`src/core/dlcp_map.vh`:
```
// Address map, field positions and reset values of the display list engine
`ifndef DLCP_MAP_VH
`define DLCP_MAP_VH

// ****************************************************************
// Register numbers on the chip register bus (9-bit byte addresses)
// ****************************************************************
`define DLCP_ADDR_CTRL 9'h00c
`define DLCP_ADDR_L1_HIGH 9'h020
`define DLCP_ADDR_L1_LOW 9'h022
`define DLCP_ADDR_L2_HIGH 9'h024
`define DLCP_ADDR_L2_LOW 9'h026
`define DLCP_ADDR_JUMP1 9'h028
`define DLCP_ADDR_JUMP2 9'h02a

// ****************************************************************
// Protection ranges
// ****************************************************************
`define DLCP_PROT_LOW 9'h010
`define DLCP_FREE_LOW 9'h020

// ****************************************************************
// Fields
// ****************************************************************
`define DLCP_CTRL_OVR_BIT 1
`define DLCP_CTRL_OVR_RST 1'b0
`define DLCP_IR_TYPE_BIT 0
`define DLCP_IR2_BLIT_BIT 15
`define DLCP_HIGH_BITS 3
`define DLCP_LOW_BITS 16
`define DLCP_PC_RST 19'h00000
`define DLCP_PC_STEP 19'h00002

`endif

```
`src/core/dlcp_beam_cmp.v`:
```
// Masked beam position comparator for WAIT and SKIP
`timescale 1ns/100ps
`default_nettype none
`include "dlcp_map.vh"

module dlcp_beam_cmp (
    input wire [7:0] beam_v_low,        // Low eight bits of vertical count
    input wire [7:0] beam_h,            // Horizontal count
    input wire [15:0] word_first,       // Target position word
    input wire [15:0] word_second,      // Enable word
    input wire blit_done,               // Blitter has finished
    output wire hit                     // Beam at or past target
);

    wire [7:0] v_mask;
    wire [6:0] h_mask;
    wire [14:0] beam_m;
    wire [14:0] targ_m;
    wire blit_ok;

    // Top vertical bit has no enable, so it always takes part
    assign v_mask = {1'b1, word_second[14:8]};
    assign h_mask = word_second[7:1];
    // Horizontal LSB is dropped: two-count resolution
    assign beam_m = {beam_v_low & v_mask, beam_h[7:1] & h_mask};
    assign targ_m = {word_first[15:8] & v_mask,
        word_first[7:1] & h_mask};
    assign blit_ok = word_second[`DLCP_IR2_BLIT_BIT] | blit_done;
    assign hit = (beam_m >= targ_m) & blit_ok;

endmodule
`default_nettype wire

```
`src/core/dlcp_core.v`:
```
// Display list engine: fetch, decode, MOVE, WAIT, SKIP and jumps
//
// Overview of operation
// - MOVE word one: bit 0 clear, destination in bits 8..1, top bits ignored.
// - MOVE writes all sixteen bits of word two to the destination.
// - Destinations $20 to $1FE are always writable by MOVE.
// - Destinations $10 to $1F writable only while override bit is set.
// - Destinations below $10 are never written by MOVE.
// - Control register holds one meaningful bit, the override, at bit 1.
// - Control register sits below $10, so only the host changes it.
// - Override bit clears on every reset.
// - WAIT word one: bit 0 set, vertical target 15..8, horizontal 7..1.
// - WAIT word two: bit 0 clear, blit disable 15, enables 14..1.
// - WAIT stalls until masked beam is at or past the target.
// - While waiting no memory request is made.
// - Horizontal counter LSB is left out of the comparison.
// - Vertical comparison uses only the low eight count bits.
// - Each list pointer is three high bits plus sixteen low bits.
// - Program counter steps after each fetch until a jump.
// - A jump strobe write loads the counter from its pointer.
// - MOVE may write the pointers and strobes for indirect jumps.
// - Vertical blank restart reloads the counter from list one.
// - Memory is requested only in odd slots, two words per instruction.
// - MOVE and SKIP take two memory cycles, WAIT takes three.
// - Bit 0 set in both words decodes as SKIP.
// - Fetching runs only while the list fetch enable is set.
`timescale 1ns/100ps
`default_nettype none
`include "dlcp_map.vh"

module dlcp_core #(
    parameter ADDR_W = 19                   // Program counter width
) (
    input wire core_clk,                    // System memory-cycle clock
    input wire rst_n,                       // Synchronous reset, active low
    input wire clk_en,                      // Freezes all state while low
    input wire host_wr,                     // Host register write strobe
    input wire [8:0] host_addr,             // Host register byte address
    input wire [15:0] host_wdata,           // Host write data
    input wire list_fetch_enable,           // Fetch enable from DMA control
    input wire mem_odd_next,                // Next cycle is an odd slot
    input wire mem_gnt,                     // Grant, data valid this cycle
    input wire [15:0] mem_rdata,            // Fetched instruction word
    input wire [8:0] beam_v,                // Vertical beam counter
    input wire [7:0] beam_h,                // Horizontal beam counter
    input wire blit_done,                   // Blitter finished
    input wire vblank_restart,              // Restart pulse at vertical blank
    output reg mem_req_q,                   // Memory request
    output reg [ADDR_W-1:0] mem_addr_q,     // Fetch byte address
    output reg reg_wr_stb_q,                // Register bus write strobe
    output reg [8:0] reg_wr_addr_q,         // Register bus address
    output reg [15:0] reg_wr_data_q,        // Register bus data
    output reg waiting_q                    // Stalled on WAIT
);

    // ****************************************************************
    // States
    // ****************************************************************
    localparam [3:0] S_FETCH1 = 4'h1;
    localparam [3:0] S_FETCH2 = 4'h2;
    localparam [3:0] S_WAIT = 4'h4;
    localparam [3:0] S_WAKE = 4'h8;

    // ****************************************************************
    // Helpers
    // ****************************************************************
    function move_allowed;
        input [8:0] addr;
        input ovr;
        begin
            move_allowed = (addr >= `DLCP_FREE_LOW)
                | ((addr >= `DLCP_PROT_LOW) & ovr);
        end
    endfunction

    function [ADDR_W-1:0] join_ptr;
        input [2:0] high;
        input [15:0] low;
        begin
            join_ptr = {high, low};
            join_ptr[0] = 1'b0;
        end
    endfunction

    // ****************************************************************
    // State
    // ****************************************************************
    reg [3:0] state_q;
    reg [ADDR_W-1:0] pc_q;
    reg [15:0] ir1_q;
    reg [15:0] ir2_q;
    reg ovr_q;
    reg [2:0] l1_high_q;
    reg [15:0] l1_low_q;
    reg [2:0] l2_high_q;
    reg [15:0] l2_low_q;

    wire granted;
    wire is_fetch;
    wire [15:0] ir2_now;
    wire hit;
    wire [8:0] mv_addr;
    wire mv_do;
    wire host_j1;
    wire host_j2;
    wire mv_j1;
    wire mv_j2;
    wire [ADDR_W-1:0] ptr1;
    wire [ADDR_W-1:0] ptr2;
    wire [ADDR_W-1:0] pc_inc;

    assign granted = mem_req_q & mem_gnt;
    assign is_fetch = (state_q == S_FETCH1) | (state_q == S_FETCH2);
    // SKIP tests the word arriving now, WAIT the stored one
    assign ir2_now = (state_q == S_FETCH2) ? mem_rdata : ir2_q;
    // Word one's bits 15..9 play no part in the destination
    assign mv_addr = {ir1_q[8:1], 1'b0};
    assign mv_do = granted & (state_q == S_FETCH2)
        & ~ir1_q[`DLCP_IR_TYPE_BIT] & move_allowed(mv_addr, ovr_q);
    assign host_j1 = host_wr & (host_addr == `DLCP_ADDR_JUMP1);
    assign host_j2 = host_wr & (host_addr == `DLCP_ADDR_JUMP2);
    assign mv_j1 = mv_do & (mv_addr == `DLCP_ADDR_JUMP1);
    assign mv_j2 = mv_do & (mv_addr == `DLCP_ADDR_JUMP2);
    assign ptr1 = join_ptr(l1_high_q, l1_low_q);
    assign ptr2 = join_ptr(l2_high_q, l2_low_q);
    assign pc_inc = pc_q + `DLCP_PC_STEP;

    // Only the low eight vertical bits reach the comparator
    dlcp_beam_cmp u_cmp (
        .beam_v_low(beam_v[7:0]),
        .beam_h(beam_h),
        .word_first(ir1_q),
        .word_second(ir2_now),
        .blit_done(blit_done),
        .hit(hit)
    );

    // ****************************************************************
    // Control and pointer registers
    // ****************************************************************
    // A MOVE and a host write to the same register in one cycle:
    // the host write is applied last and wins.
    always @(posedge core_clk)
    begin
        if (!rst_n)
        begin
            ovr_q <= `DLCP_CTRL_OVR_RST;
            l1_high_q <= 3'h0;
            l1_low_q <= 16'h0000;
            l2_high_q <= 3'h0;
            l2_low_q <= 16'h0000;
        end
        else if (clk_en)
        begin
            if (mv_do)
            begin
                case (mv_addr)
                    `DLCP_ADDR_L1_HIGH: l1_high_q <= ir2_now[2:0];
                    `DLCP_ADDR_L1_LOW: l1_low_q <= ir2_now;
                    `DLCP_ADDR_L2_HIGH: l2_high_q <= ir2_now[2:0];
                    `DLCP_ADDR_L2_LOW: l2_low_q <= ir2_now;
                    default: ;
                endcase
            end
            if (host_wr)
            begin
                case (host_addr)
                    // Control sits below $10, out of every MOVE's reach
                    `DLCP_ADDR_CTRL:
                        ovr_q <= host_wdata[`DLCP_CTRL_OVR_BIT];
                    `DLCP_ADDR_L1_HIGH: l1_high_q <= host_wdata[2:0];
                    `DLCP_ADDR_L1_LOW: l1_low_q <= host_wdata;
                    `DLCP_ADDR_L2_HIGH: l2_high_q <= host_wdata[2:0];
                    `DLCP_ADDR_L2_LOW: l2_low_q <= host_wdata;
                    default: ;
                endcase
            end
        end
    end

    // ****************************************************************
    // Register bus output
    // ****************************************************************
    always @(posedge core_clk)
    begin
        if (!rst_n)
        begin
            reg_wr_stb_q <= 1'b0;
            reg_wr_addr_q <= 9'h000;
            reg_wr_data_q <= 16'h0000;
        end
        else if (clk_en)
        begin
            reg_wr_stb_q <= mv_do;
            if (mv_do)
            begin
                reg_wr_addr_q <= mv_addr;
                reg_wr_data_q <= ir2_now;
            end
        end
    end

    // ****************************************************************
    // Sequencer
    // ****************************************************************
    always @(posedge core_clk)
    begin
        if (!rst_n)
        begin
            state_q <= S_FETCH1;
            pc_q <= `DLCP_PC_RST;
            ir1_q <= 16'h0000;
            ir2_q <= 16'h0000;
            mem_req_q <= 1'b0;
            mem_addr_q <= `DLCP_PC_RST;
            waiting_q <= 1'b0;
        end
        else if (clk_en)
        begin
            // Request is set up a cycle ahead so it lands on an odd slot
            mem_req_q <= is_fetch & list_fetch_enable
                & mem_odd_next & ~granted;
            mem_addr_q <= pc_q;
            if (vblank_restart)
            begin
                // Abandons any fetch or wait in progress
                pc_q <= ptr1;
                state_q <= S_FETCH1;
                mem_req_q <= 1'b0;
                waiting_q <= 1'b0;
            end
            else if (host_j1 | mv_j1)
            begin
                pc_q <= ptr1;
                state_q <= S_FETCH1;
                mem_req_q <= 1'b0;
                waiting_q <= 1'b0;
            end
            else if (host_j2 | mv_j2)
            begin
                pc_q <= ptr2;
                state_q <= S_FETCH1;
                mem_req_q <= 1'b0;
                waiting_q <= 1'b0;
            end
            else
            begin
                case (state_q)
                    S_FETCH1:
                    begin
                        if (granted)
                        begin
                            ir1_q <= mem_rdata;
                            pc_q <= pc_inc;
                            state_q <= S_FETCH2;
                        end
                    end
                    S_FETCH2:
                    begin
                        if (granted)
                        begin
                            ir2_q <= mem_rdata;
                            state_q <= S_FETCH1;
                            pc_q <= pc_inc;
                            if (ir1_q[`DLCP_IR_TYPE_BIT])
                            begin
                                if (mem_rdata[`DLCP_IR_TYPE_BIT])
                                begin
                                    // SKIP steps over the next pair
                                    if (hit)
                                        pc_q <= pc_inc + 19'h00004;
                                end
                                else
                                begin
                                    state_q <= S_WAIT;
                                    waiting_q <= 1'b1;
                                end
                            end
                        end
                    end
                    S_WAIT:
                    begin
                        // Off the bus: no request is raised in this state
                        if (hit)
                        begin
                            state_q <= S_WAKE;
                            waiting_q <= 1'b0;
                        end
                    end
                    S_WAKE:
                    begin
                        // One odd slot spent waking: WAIT's third cycle
                        if (mem_odd_next)
                            state_q <= S_FETCH1;
                    end
                    default:
                    begin
                        state_q <= S_FETCH1;
                        waiting_q <= 1'b0;
                    end
                endcase
            end
        end
    end

endmodule
`default_nettype wire

```
`config.mk`:
```
export PLATFORM = sky130hd
export DESIGN_NAME = dlcp_core
export DESIGN_NICKNAME = d
export VERILOG_FILES = /design/src/core/dlcp_beam_cmp.v /design/src/core/dlcp_core.v
export VERILOG_INCLUDE_DIRS = /design/src /design/src/core
export SDC_FILE = /design/constraint.sdc
export NUM_CORES = 1
export LEC_CHECK = 0
export CAP_MARGIN = 20
export CORE_MARGIN = 2
export CORE_UTILIZATION = 52
export DETAILED_ROUTE_END_ITERATION = 8
export DONT_BUFFER_PORTS = 1
export PLACE_DENSITY = 0.7
export SLEW_MARGIN = 40
export SYNTH_ARGS = -nofsm -noshare
export SYNTH_HDL_FRONTEND = slang
export SYNTH_SLANG_ARGS = --single-unit
```
`constraint.sdc`:
```
create_clock -name core_clk -period 4.1 [get_ports core_clk]
set_input_delay 0.41 -clock core_clk [delete_from_list [all_inputs] [get_ports core_clk]]
set_output_delay 0.41 -clock core_clk [all_outputs]
set_load 0.05 [all_outputs]
```
==> results.yml <==
synth:
  synth.most_common_cell: "dfxtp_1"
  synth_top_flop_cell: "dfxtp_1"
  yosys.area.top_type: "dfxtp_1"
  avgSynthCellArea_um2: 8.22
  ys_warn_count: 0
  synth_top_area_share: 0.359
  synth_edf_count: 0
  ys_ff_latch: 136
  synth_area_leaders: "dfxtp_1 36%, mux2i_1 11%, o21ai_0 6.2%"
  netlist_instances: 922
  ys_async_sr_fraction: 0
  synth_cell_types: 75
  synth_seq_area_share: 0.359
  syn_area_um2: 7580
  ys_top_cells_by_count: "136 x dfxtp_1, 112 x nor2_1, 94 x o21ai_0"
timing:
  final.min_clock_period_ns: 3.93
  min_period_over_period: 0.958
  tns_ns: 0
  setup_viol: 0
  skew_ns: 0.00714
  max_freq_mhz: 255
  worst-slew-pin-transition_ns: 0.714
  drv_slew: 0
  relSlewSlack: 0.524
  hold_viol_final: 0
  fin_ws_ns: 0.171
global_route:
  antenna_found_initial: 2
  gr-total-overflow: 0
  grt_pass1_vias: 6479
  grt_pass1_wl_um: 33600
  grt_use_total: 0.266
  grt_start_max_net_pins: 67
cts:
  cts_made_buffers: 17
  clock_latency_ns: 0.43
  clk_path_buf_depth: 2
  root_buffer: "clkbuf_16"
  cts_htree_levels: 4
  clk_pin_slew_ns: 0.06
  clock_sinks: 136
  cts_tree: "built"
  ctsHoldBuffers: 0
final_layout:
  drive_above_1_share: 0.101
  nets: 985
  area_growth_pct: 10.9
  nFillCells: 1296
route:
  met1Wirelength_um: 9110
  drc: 0
  drt_iter0_drc: 507
  routed.top_layer: "met5"
  firstDrtPassIters: 5
  vias: 6824
  ant_nets: 0
  routed_wl_um: 21000
  met2_length_um: 9720
  wl_met3_um: 1690
  wire_per_inst_um: 19.1
  via_per_inst: 6.21
floorplan:
  initial_core_util: 0.527
  fp.dieH_um: 125
  dieArea_um2: 15600
  ios: 114
  die_w_um: 125
  core_region_area_um2: 14400
  core.rowCount: 44
setup_path:
  path_max_fanout: 14
  crit_path_end_kind: "flip-flop"
  arrival_ns: 4.21
  critical_path_required_ns: 4.38
  critPathKind: "reg -> reg"
  cp-start-kind: "flip-flop"
power:
  p_leak_nw: 3.23
  power.density_nw_per_um2: 367
  ir_worst_vdd_v: 0.000301
  p_clk_frac: 0.512
  intPower_mw: 2.38
  p_sw_mw: 0.704
  switching_share: 0.229
  combPwrFrac: 0.045
  seq_power_share: 0.442
placement:
  dp_slack_ns: 0.104
  dpl.hpwl_um: 14500
  gp_congestion: 0.897
  io_buffers: 0
job:
  cap_violations: 0
min_path:
  hold_path.class: "in -> reg"
status:
  status: "completed"
[area by class of cell]
| cell class | instances | area, um2 | share of cell area |
|---|---|---|---|
| multi-input cells | 706 | 4560 | 0.543 |
| well taps | 184 | 230 | 0.0274 |
| flip-flops and latches | 136 | 2720 | 0.324 |
| repair buffers | 31 | 245 | 0.0292 |
| clock inverters | 11 | 146 | 0.0174 |
| diodes | 1 | 2.50 | 0.000298 |
| clock buffers | 21 | 460 | 0.0548 |
| inverters | 9 | 33.8 | 0.00402 |
[final timing paths]
kind / startpoint / to / slack [ns] / depth (start not counted)
worst min-delay path: clk_en / l1_low_q[1]$_SDFFE_PN0P_ / 0.09 / 1
worst min register to register: ir2_q[0]$_SDFFE_PN0P_ / ir2_q[0]$_SDFFE_PN0P_ / 0.48 / 2
worst max-delay path: state_q[0]$_SDFFE_PN1P_ / pc_q[12]$_SDFFE_PN0P_ / 0.17 / 13
worst max register to register: state_q[0]$_SDFFE_PN1P_ / pc_q[12]$_SDFFE_PN0P_ / 0.17 / 13
[cell usage in the layout (no fill, tap or decap), drive strengths merged, types with 5 or more instances in the layout]
| master | synthesis | routed |
|---|---|---|
| nand4b | 6 | 6 |
| o22ai | 5 | 5 |
| nor4 | 9 | 9 |
| nor2b | 16 | 16 |
| ha | 17 | 17 |
| and2 | 8 | 8 |
| or3 | 11 | 11 |
| dfxtp | 136 | 136 |
| nor3 | 11 | 11 |
| inv | 9 | 10 |
| nand4 | 9 | 9 |
| a21oi | 60 | 60 |
| nand3 | 69 | 69 |
| a31oi | 7 | 7 |
| nor2 | 114 | 114 |
| nand2 | 30 | 30 |
| and3 | 12 | 12 |
| mux2i | 82 | 82 |
| a211oi | 28 | 28 |
| nand2b | 25 | 25 |
| buf | 25 | 31 |
| o21ai | 94 | 94 |
| clkbuf | 47 | 21 |
| xnor2 | 12 | 12 |
| or4 | 6 | 6 |
| xor2 | 7 | 7 |
| clkinv | 0 | 5 |
| or2 | 5 | 5 |
[metal layers]
layer  GRT usage  up-vias
met5           0        -
met4      0.0958        2
met3      0.0790       45
met2       0.424      264
met1       0.343     3194
li1            -     3319
[per-stage QoR]
stage	utilization	std cells	hold WS [ns]	total power, mW	area, um2
3_3_place_gp	0.539	1064	0.463	1.53	7740
4_1_cts	0.582	1096	0.0632	3.09	8360
2_1_floorplan	-	923	0.454	1.51	7580
5_1_grt	0.585	1099	0.0806	3.17	8400
3_5_place_dp	0.539	1064	0.480	1.53	7750
6_report	0.585	1099	0.0898	3.08	8400
[sequential cells by signal, indices dropped and copies added (netlist names)]
signal,cells
ir1_q,16
ir2_q,16
l1_high_q,3
l1_low_q,15
l2_high_q,3
l2_low_q,15
mem_addr_q,18
mem_req_q,1
ovr_q,1
pc_q,18
reg_wr_addr_q,8
reg_wr_data_q,16
reg_wr_stb_q,1
state_q,4
waiting_q,1
[worst max-delay path, cell delays in order (launching register included)]
cell	delay [ns]
dfxtp_1	0.35
or4b_4	0.57
buf_12	0.18
mux2i_4	0.20
nand2b_1	0.17
ha_1	0.32
nand4_1	0.10
o311a_1	0.38
o41ai_2	0.25
buf_4	0.20
or4b_2	0.60
mux2i_1	0.15
a221oi_1	0.22
a21oi_1	0.11
[cell families (layout without fill, tap and decap cells)]
logic type | Yosys count | after routing | share of synthesized area
xor+xnor | 19 | 19 | 0.0220
fa+ha+maj | 17 | 17 | 0.0281
buf+inv | 81 | 72 | 0.0464
flops | 136 | 136 | 0.359
simple gates | 347 | 347 | 0.242
compound gates | 237 | 237 | 0.190
other cells | 1 | 3 | 0.000495
mux | 84 | 84 | 0.111
[power by group through the flow]
stage	Combinational, mW	Sequential (mW)	Clock [mW]
floorplan	0.127	1.38	0
global placement	0.135	1.39	0
detailed placement	0.136	1.39	0
CTS	0.137	1.36	1.59
global route	0.152	1.36	1.65
finish	0.139	1.36	1.58
[repair_timing]
action	CTS	global route
setup endpoints to repair	0	5
buffers inserted	0	2
gates resized for setup	0	5
Power figures use the tool's default switching activity.
